## src/strap_pkg.sv

```systemverilog
// Package with register offsets, field positions and types of the strap latch.
// Summary of operation
// Strap capture registers are read only.
// Registers load from strap pins after reset.
// First register at index 4A via port.
// Second register: multiplier bits 7-6, width bit0.
// First bits 7-6 give PCI PLL range.
// First bits 5-4 select one bus mode.
// First bit 2 sets memory/host clock sync.
// First bits 1-0 set PCI clock divisor.
// Index 4C bit 0 enables second serial.
// Index 4C bit 1 enables first serial.
// Index 4C bit 6 enables keyboard/mouse.
// Index 4C bit 7 enables parallel port.
// Board pulls up terminal count, DMA encoding.
// Second bit 0 sets boot device width.
// Sample once at reset release, then hold.
package strap_pkg;
    // Index port and data port I/O addresses.
    localparam logic [15:0] INDEX_PORT_ADDR = 16'h0022;
    localparam logic [15:0] DATA_PORT_ADDR = 16'h0023;
    // Register indices.
    localparam logic [7:0] CAPTURE_0_IDX = 8'h4A;
    localparam logic [7:0] CAPTURE_1_IDX = 8'h4B;
    localparam logic [7:0] PERIPH_IDX = 8'h4C;
    // Field positions in the first register.
    localparam int PLL_RANGE_POS = 6;
    localparam int BUS_MODE_POS = 4;
    localparam int CLK_SYNC_POS = 2;
    localparam int PCI_DIV_POS = 0;
    // Field positions in the second register.
    localparam int MULT_POS = 6;
    localparam int BOOT_WIDTH_POS = 0;
    // Field positions in the peripheral enable register.
    localparam int SER2_POS = 0;
    localparam int SER1_POS = 1;
    localparam int KBD_POS = 6;
    localparam int PAR_POS = 7;
    // Value read for unmapped indices and reserved bits.
    localparam logic [7:0] UNMAPPED_DATA = 8'h00;
    localparam logic [7:0] REG_RESET = 8'h00;

    // PCI PLL range encoding.
    typedef enum logic [1:0] {
        PLL_16_32 = 2'h0,
        PLL_32_64 = 2'h1,
        PLL_RSV_A = 2'h2,
        PLL_RSV_B = 2'h3
    } pll_range_t;

    // Expansion bus mode encoding.
    typedef enum logic [1:0] {
        BUS_ISA = 2'h0,
        BUS_PCMCIA = 2'h1,
        BUS_LOCAL = 2'h2,
        BUS_RSV = 2'h3
    } bus_mode_t;

    // PCI clock divisor encoding.
    typedef enum logic [1:0] {
        DIV_BY_4 = 2'h0,
        DIV_BY_3 = 2'h1,
        DIV_BY_2 = 2'h2
    } pci_div_t;

    // Raw strap pin levels grouped together.
    typedef struct packed {
        logic [1:0] pci_pll_range_straps;
        logic [1:0] bus_mode_straps;
        logic clock_sync_strap;
        logic pci_div_upper_strap;
        logic pci_div_lower_strap;
        logic cpu_mult_strap_hi;
        logic cpu_mult_strap_lo;
        logic boot_width_strap;
        logic serial_two_enable_strap;
        logic serial_one_enable_strap;
        logic kbd_mouse_enable_strap;
        logic parallel_enable_strap;
    } straps_t;

    // Decoded configuration driven to the rest of the chip.
    typedef struct packed {
        pll_range_t pll_range;
        logic pll_range_valid;
        logic isa_en;
        logic pcmcia_en;
        logic local_bus_en;
        logic clk_sync;
        pci_div_t pci_div;
        logic [1:0] cpu_mult;
        logic boot_16bit;
        logic serial_two_en;
        logic serial_one_en;
        logic kbd_mouse_en;
        logic parallel_en;
    } config_t;
endpackage : strap_pkg

```

## src/strap_decode.sv

```systemverilog
// Decoder from the captured strap registers into configuration controls.
module strap_decode (
    input wire logic [7:0] cap0,
    input wire logic [7:0] cap1,
    input wire logic [7:0] periph,
    output strap_pkg::config_t cfg
);
    // Pure combinational decode of the held register contents.
    always_comb begin
        // PLL range; an upper bit of one is reserved.
        cfg.pll_range = strap_pkg::pll_range_t'(
            cap0[strap_pkg::PLL_RANGE_POS +: 2]);
        cfg.pll_range_valid = ~cap0[strap_pkg::PLL_RANGE_POS + 1];
        // Exactly one bus is enabled, none for the reserved code.
        cfg.isa_en = cap0[strap_pkg::BUS_MODE_POS +: 2]
            == strap_pkg::BUS_ISA;
        cfg.pcmcia_en = cap0[strap_pkg::BUS_MODE_POS +: 2]
            == strap_pkg::BUS_PCMCIA;
        cfg.local_bus_en = cap0[strap_pkg::BUS_MODE_POS +: 2]
            == strap_pkg::BUS_LOCAL;
        cfg.clk_sync = cap0[strap_pkg::CLK_SYNC_POS];
        // Upper strap low forces divide by four regardless of lower.
        if (!cap0[strap_pkg::PCI_DIV_POS + 1]) begin
            cfg.pci_div = strap_pkg::DIV_BY_4;
        end else if (!cap0[strap_pkg::PCI_DIV_POS]) begin
            cfg.pci_div = strap_pkg::DIV_BY_3;
        end else begin
            cfg.pci_div = strap_pkg::DIV_BY_2;
        end
        cfg.cpu_mult = cap1[strap_pkg::MULT_POS +: 2];
        cfg.boot_16bit = cap1[strap_pkg::BOOT_WIDTH_POS];
        cfg.serial_two_en = periph[strap_pkg::SER2_POS];
        cfg.serial_one_en = periph[strap_pkg::SER1_POS];
        cfg.kbd_mouse_en = periph[strap_pkg::KBD_POS];
        cfg.parallel_en = periph[strap_pkg::PAR_POS];
    end
endmodule : strap_decode

```

## src/strap_option_latch.sv

```systemverilog
// Strap option latch with index/data register access and decoded outputs.
module strap_option_latch (
    input wire logic ref_clk,
    input wire logic nrst,
    // Strap levels on the memory data pins, grouped.
    input strap_pkg::straps_t memory_data_strap_pins,
    // I/O port access: address, write and read strobes, write data.
    input wire logic [15:0] io_addr,
    input wire logic io_wr,
    input wire logic io_rd,
    input wire logic [7:0] io_wdata,
    output logic [7:0] io_rdata,
    // Decoded configuration.
    output strap_pkg::config_t cfg
);
    // Captured register contents and the selected index.
    logic [7:0] cap0_reg;
    logic [7:0] cap1_reg;
    logic [7:0] periph_reg;
    logic [7:0] index_reg;
    logic [7:0] rdata_reg;
    // High once straps have been sampled since reset.
    logic captured_reg;
    // Combinational read value for the selected index.
    logic [7:0] sel_data;

    // Capture straps once on the first edge after reset release.
    always_ff @(posedge ref_clk or negedge nrst) begin
        if (!nrst) begin
            captured_reg <= 1'b0;
            cap0_reg <= strap_pkg::REG_RESET;
            cap1_reg <= strap_pkg::REG_RESET;
            periph_reg <= strap_pkg::REG_RESET;
        end else if (!captured_reg) begin
            // Single sample; afterwards held until next reset.
            captured_reg <= 1'b1;
            cap0_reg <= {memory_data_strap_pins.pci_pll_range_straps,
                         memory_data_strap_pins.bus_mode_straps,
                         1'b0,
                         memory_data_strap_pins.clock_sync_strap,
                         memory_data_strap_pins.pci_div_upper_strap,
                         memory_data_strap_pins.pci_div_lower_strap};
            cap1_reg <= {memory_data_strap_pins.cpu_mult_strap_hi,
                         memory_data_strap_pins.cpu_mult_strap_lo,
                         5'h00,
                         memory_data_strap_pins.boot_width_strap};
            periph_reg <= {memory_data_strap_pins.parallel_enable_strap,
                           memory_data_strap_pins.kbd_mouse_enable_strap,
                           4'h0,
                           memory_data_strap_pins.serial_one_enable_strap,
                           memory_data_strap_pins.serial_two_enable_strap};
        end
    end

    // Index register: software selects which register the data port shows.
    always_ff @(posedge ref_clk or negedge nrst) begin
        if (!nrst) begin
            index_reg <= strap_pkg::REG_RESET;
        end else if (io_wr && io_addr == strap_pkg::INDEX_PORT_ADDR) begin
            index_reg <= io_wdata;
        end
    end

    // Data port read mux; writes to the data port are ignored.
    always_comb begin
        unique case (index_reg)
            strap_pkg::CAPTURE_0_IDX: sel_data = cap0_reg;
            strap_pkg::CAPTURE_1_IDX: sel_data = cap1_reg;
            strap_pkg::PERIPH_IDX: sel_data = periph_reg;
            default: sel_data = strap_pkg::UNMAPPED_DATA;
        endcase
    end

    // Read data registered one cycle after the read strobe.
    always_ff @(posedge ref_clk or negedge nrst) begin
        if (!nrst) begin
            rdata_reg <= strap_pkg::REG_RESET;
        end else if (io_rd && io_addr == strap_pkg::DATA_PORT_ADDR) begin
            rdata_reg <= sel_data;
        end else if (io_rd && io_addr == strap_pkg::INDEX_PORT_ADDR) begin
            rdata_reg <= index_reg;
        end
    end
    assign io_rdata = rdata_reg;

    // Decode held contents into configuration outputs.
    strap_decode u_decode (
        .cap0(cap0_reg),
        .cap1(cap1_reg),
        .periph(periph_reg),
        .cfg(cfg)
    );

    // Captured contents never change once captured.
    property p_hold;
        @(posedge ref_clk) disable iff (!nrst)
        captured_reg |=> ($stable(cap0_reg) && $stable(cap1_reg)
                          && $stable(periph_reg));
    endproperty
    a_hold: assert property (p_hold) else $error("strap regs changed");

    // Writes to the data port leave the register unchanged.
    property p_wr_ignored;
        @(posedge ref_clk) disable iff (!nrst)
        (captured_reg && io_wr && io_addr == strap_pkg::DATA_PORT_ADDR)
            |=> $stable(cap0_reg);
    endproperty
    a_wr_ignored: assert property (p_wr_ignored)
        else $error("write took");

    // First edge after release captures the pins.
    property p_capture;
        @(posedge ref_clk) disable iff (!nrst)
        !captured_reg |=> (captured_reg
            && cap0_reg[7:6]
               == $past(memory_data_strap_pins.pci_pll_range_straps)
            && cap0_reg[2] == $past(memory_data_strap_pins.clock_sync_strap));
    endproperty
    a_capture: assert property (p_capture) else $error("bad capture");

    // Index 4A read returns the first register next cycle.
    property p_read0;
        @(posedge ref_clk) disable iff (!nrst)
        (io_rd && io_addr == strap_pkg::DATA_PORT_ADDR
         && index_reg == strap_pkg::CAPTURE_0_IDX)
            |=> io_rdata == $past(cap0_reg);
    endproperty
    a_read0: assert property (p_read0)
        else $error("bad read of 4A");

    // Index 4B read returns the second register next cycle.
    property p_read1;
        @(posedge ref_clk) disable iff (!nrst)
        (io_rd && io_addr == strap_pkg::DATA_PORT_ADDR
         && index_reg == strap_pkg::CAPTURE_1_IDX)
            |=> io_rdata == $past(cap1_reg);
    endproperty
    a_read1: assert property (p_read1)
        else $error("bad read of 4B");

    // Index 4C read returns the peripheral enables next cycle.
    property p_read_periph;
        @(posedge ref_clk) disable iff (!nrst)
        (io_rd && io_addr == strap_pkg::DATA_PORT_ADDR
         && index_reg == strap_pkg::PERIPH_IDX)
            |=> io_rdata == $past(periph_reg);
    endproperty
    a_read_periph: assert property (p_read_periph)
        else $error("bad read of 4C");

    // Indices outside the strap set read as zero.
    property p_unmapped;
        @(posedge ref_clk) disable iff (!nrst)
        (io_rd && io_addr == strap_pkg::DATA_PORT_ADDR
         && index_reg != strap_pkg::CAPTURE_0_IDX
         && index_reg != strap_pkg::CAPTURE_1_IDX
         && index_reg != strap_pkg::PERIPH_IDX)
            |=> io_rdata == strap_pkg::UNMAPPED_DATA;
    endproperty
    a_unmapped: assert property (p_unmapped)
        else $error("unmapped index not zero");

    // An index write is what the next data port access selects.
    property p_index_wr;
        @(posedge ref_clk) disable iff (!nrst)
        (io_wr && io_addr == strap_pkg::INDEX_PORT_ADDR)
            |=> index_reg == $past(io_wdata);
    endproperty
    a_index_wr: assert property (p_index_wr)
        else $error("index lost");

    // Read data stands until the next read strobe.
    property p_rdata_hold;
        @(posedge ref_clk) disable iff (!nrst)
        !io_rd |=> $stable(io_rdata);
    endproperty
    a_rdata_hold: assert property (p_rdata_hold)
        else $error("read data moved");

    // Reserved bits of the second register read zero.
    property p_rsv1;
        @(posedge ref_clk) disable iff (!nrst)
        captured_reg |-> cap1_reg[5:1] == 5'h00;
    endproperty
    a_rsv1: assert property (p_rsv1) else $error("reserved bits set");

    // At most one bus enabled.
    property p_one_bus;
        @(posedge ref_clk) disable iff (!nrst)
        $onehot0({cfg.isa_en, cfg.pcmcia_en, cfg.local_bus_en});
    endproperty
    a_one_bus: assert property (p_one_bus) else $error("two buses on");

    // Upper divisor strap low gives divide by four.
    property p_div4;
        @(posedge ref_clk) disable iff (!nrst)
        !cap0_reg[1] |-> cfg.pci_div == strap_pkg::DIV_BY_4;
    endproperty
    a_div4: assert property (p_div4) else $error("divisor wrong");

    // Parallel and second serial enables and boot width follow their captured straps.
    property p_periph;
        @(posedge ref_clk) disable iff (!nrst)
        cfg.parallel_en == periph_reg[7] && cfg.serial_two_en == periph_reg[0]
        && cfg.boot_16bit == cap1_reg[0];
    endproperty
    a_periph: assert property (p_periph) else $error("enable wrong");

    // Keyboard and first serial enables follow their straps.
    property p_kbd_ser1;
        @(posedge ref_clk) disable iff (!nrst)
        cfg.kbd_mouse_en == periph_reg[6]
        && cfg.serial_one_en == periph_reg[1];
    endproperty
    a_kbd_ser1: assert property (p_kbd_ser1)
        else $error("enable off");

    // Upper range strap set marks the PLL range as reserved.
    property p_pll_valid;
        @(posedge ref_clk) disable iff (!nrst)
        cfg.pll_range_valid != cap0_reg[7]
        && cfg.pll_range == cap0_reg[7:6];
    endproperty
    a_pll_valid: assert property (p_pll_valid)
        else $error("PLL range wrong");

    // The reserved bus code enables no bus at all.
    property p_bus_rsv;
        @(posedge ref_clk) disable iff (!nrst)
        cap0_reg[5:4] == 2'h3
            |-> !(cfg.isa_en || cfg.pcmcia_en || cfg.local_bus_en);
    endproperty
    a_bus_rsv: assert property (p_bus_rsv) else $error("bus on");

    // Clock relation follows its captured strap.
    property p_clk_sync;
        @(posedge ref_clk) disable iff (!nrst)
        cfg.clk_sync == cap0_reg[2];
    endproperty
    a_clk_sync: assert property (p_clk_sync) else $error("sync wrong");

    // Upper divisor strap high and lower low gives divide by three.
    property p_div3;
        @(posedge ref_clk) disable iff (!nrst)
        cap0_reg[1:0] == 2'h2 |-> cfg.pci_div == strap_pkg::DIV_BY_3;
    endproperty
    a_div3: assert property (p_div3) else $error("not div 3");

    // Both divisor straps high gives divide by two.
    property p_div2;
        @(posedge ref_clk) disable iff (!nrst)
        cap0_reg[1:0] == 2'h3 |-> cfg.pci_div == strap_pkg::DIV_BY_2;
    endproperty
    a_div2: assert property (p_div2) else $error("not div 2");

    // Main scenarios.
    c_isa: cover property (@(posedge ref_clk) captured_reg && cfg.isa_en);
    c_local: cover property (@(posedge ref_clk)
        captured_reg && cfg.local_bus_en);
    c_rsv_bus: cover property (@(posedge ref_clk)
        captured_reg && cap0_reg[5:4] == 2'h3);
    c_read1: cover property (@(posedge ref_clk)
        io_rd && io_addr == strap_pkg::DATA_PORT_ADDR
        && index_reg == strap_pkg::CAPTURE_1_IDX);
endmodule : strap_option_latch

```

## config.mk

```make
export PLATFORM = sky130hd
export DESIGN_NAME = strap_option_latch
export DESIGN_NICKNAME = d
export VERILOG_FILES = /design/src/strap_pkg.sv /design/src/strap_decode.sv /design/src/strap_option_latch.sv
export SDC_FILE = /design/constraint.sdc
export NUM_CORES = 1
export LEC_CHECK = 0
export BUFFER_PORTS_ARGS = -buffer_cell sky130_fd_sc_hd__buf_2
export CELL_PAD_IN_SITES_DETAIL_PLACEMENT = 1
export CELL_PAD_IN_SITES_GLOBAL_PLACEMENT = 1
export CORE_ASPECT_RATIO = 0.5
export CORE_MARGIN = 1
export CORE_UTILIZATION = 38
export CTS_CLUSTER_DIAMETER = 100
export CTS_CLUSTER_SIZE = 20
export DETAILED_ROUTE_END_ITERATION = 16
export PLACE_DENSITY = 0.87
export SYNTH_ARGS = -nofsm -noshare
export SYNTH_HDL_FRONTEND = slang
export SYNTH_HIERARCHICAL = 1
export SYNTH_SLANG_ARGS = --single-unit
```

## constraint.sdc

```tcl
create_clock -name ref_clk -period 3.2 [get_ports ref_clk]
set_input_delay 0.64 -clock ref_clk [delete_from_list [all_inputs] [get_ports ref_clk]]
set_output_delay 0.64 -clock ref_clk [all_outputs]
set_load 0.01 [all_outputs]
```

==> impl_metrics.toml <==
[timing]
skew_ns = 0.00699
fmax_ghz = 0.526
rsz0062_at_grt = "no"
fin_setup_tns_ns = 0
slew_violations = 0
slew_headroom_pct = 52.9
worstMarginPinSlew_ns = 0.707
hold_viol_final = 0
min_period_ns = 1.90
min_period_over_period_pct = 59.4
setup_viol = 0

[critical_path]
reg2reg_from = "index_reg[5]$_DFFE_PN0P_"
r2r_cells = 4
path_max_fanout = 8
endpoint_kind = "flop"
timing.rr.end = "io_rdata[1]$_DFFE_PN0P_"
cp.arrival_ns = 2.07
r2r_slack_ns = 1.35
crit_type = "primary input to flop"
crit_required_ns = 3.37
startpoint_type = "primary input"

[power_and_ir_drop]
p_switching_mw = 0.217
power.leakage_nw = 0.948
pwr-share-clk_pct = 43.0
power_density_nw_per_um2 = 477
seq_power_share_pct = 46.1
vdd_ir_drop_max_uv = 233
swShare_pct = 23.3
combPwrFrac_pct = 10.9
p_int_mw = 0.717
power.total_mw = 0.934

[global_routing]
grt_pass1_vias = 1271
grt-ovfl-total = 0
grt_pass1_wl_mm = 6.50
grt_max_degree = 32
antenna_found_initial = 0
track_usage_pct = 20.4

[finish]
area.growth.synth_to_final_pct = 27.2
fin_util_pct = 53.8
fillers = 413
diodes = 0
layout-drive-gt1-share_pct = 51.3
fin_nets = 232

[route]
antenna_left = 0
wl_per_cell_um = 16.7
drt_iter0_markers = 100
wirelength_mm = 4.05
avgViaCountPerCell = 5.21
drc = 0
dr_total_vias = 1261
firstDrtPassIters = 6

[cts]
htree_levels = 2
numCtsBuffers = 5
cts_tree = "built"
clock-sinks = 31
postCtsSetupRepairBufs = 0
holdBufCountCts = 0
clockBufferDepth = 2
clock_latency_ns = 0.28
cts_resized = 0
cts_root_buf = "clkbuf_8"
clkTransAtPathRegs_ns = 0.07

[floorplan]
start_util_pct = 42.3
rows = 15
dieWidth_um = 92.0
coreArea_um2 = 3640
fp.dieH_um = 47.0
die_area_um2 = 4330
io_pins = 66

[placed_design]
gp_congestion = 0.754
portBuffers = 65
dp_hpwl_mm = 3.08

[synth]
ys.warnings.count = 6
syn_inst = 131
syn_area_um2 = 1540
syn_nets = 173
syn_area_per_cell_um2 = 11.8

[worst_hold_path]
hold_class = "primary input to async pin"

[run_status]
status = "finished, final reports clean"

[flow_run]
maxCapViolCount = 0
## layout by cell type, fill, tap and decap left out, drive strengths merged, types with 2 or more instances in the layout
cell and instances:
dfrtp 31, inv 3, nor2 11, nor4bb 2, mux2i 6, nor3b 2, a21oi 3, mux2 22
a221oi 3, buf 65, nand4 2, clkbuf 6, nor4 5, nor2b 2, o2bb2ai 3, nand3b 2
nand2b 4, nand2 6
## power groups by stage
stage	sequential (mW)	combinational [mW]	clock (mW)
5_1_grt	0.434	0.113	0.428
4_1_cts	0.431	0.104	0.407
3_3_place_gp	0.436	0.0986	0
6_report	0.430	0.102	0.402
2_1_floorplan	0.429	0.0628	0
3_5_place_dp	0.438	0.103	0
## metrics by stage
stage               setup WS (ns)  instance area (um^2)  hold slack [ns]  instances
floorplan                    1.26                  1540            0.344        131
global placement             1.03                  1840            0.460        234
detailed placement          0.974                  1840            0.479        234
CTS                          1.28                  1960            0.426        242
global route                 1.18                  1960            0.446        242
finish                       1.30                  1960            0.401        242
## critical path, cell delays in order
cell,delay [ns]
buf_2,0.11
nor4bb_1,0.27
nand4_1,0.22
nor3b_4,0.45
mux2_2,0.39
## layout make-up
class	count	area (um^2)	share of cell area [%]
multi-input combinational	84	666	34.0
sequential	31	776	39.6
clock inverter	2	35.0	1.79
clock buffer	6	82.6	4.21
timing repair buffer	65	325	16.6
inverter	3	11.3	0.575
tap	51	63.8	3.26
## layer usage
metal | part of all wire [%] | global-route usage, %
met1 | 45 | 25.3
met3 | 4.7 | 5.18
met4 | 1.5 | 8.13
met5 | 0 | 0
met2 | 49 | 36.1
## worst max-delay path by stage
stage,from,end,slack [ns],cells after the start
2_1_floorplan,io_addr[11],index_reg[0]$_DFFE_PN0P_,1.26,4
6_report,io_addr[4],index_reg[2]$_DFFE_PN0P_,1.30,5
3_5_place_dp,io_addr[4],index_reg[2]$_DFFE_PN0P_,0.97,5
4_1_cts,io_addr[4],index_reg[2]$_DFFE_PN0P_,1.28,5
3_3_place_gp,io_addr[6],index_reg[1]$_DFFE_PN0P_,1.03,5
5_1_grt,io_addr[6],index_reg[2]$_DFFE_PN0P_,1.18,5
Power figures use the tool's default switching activity.
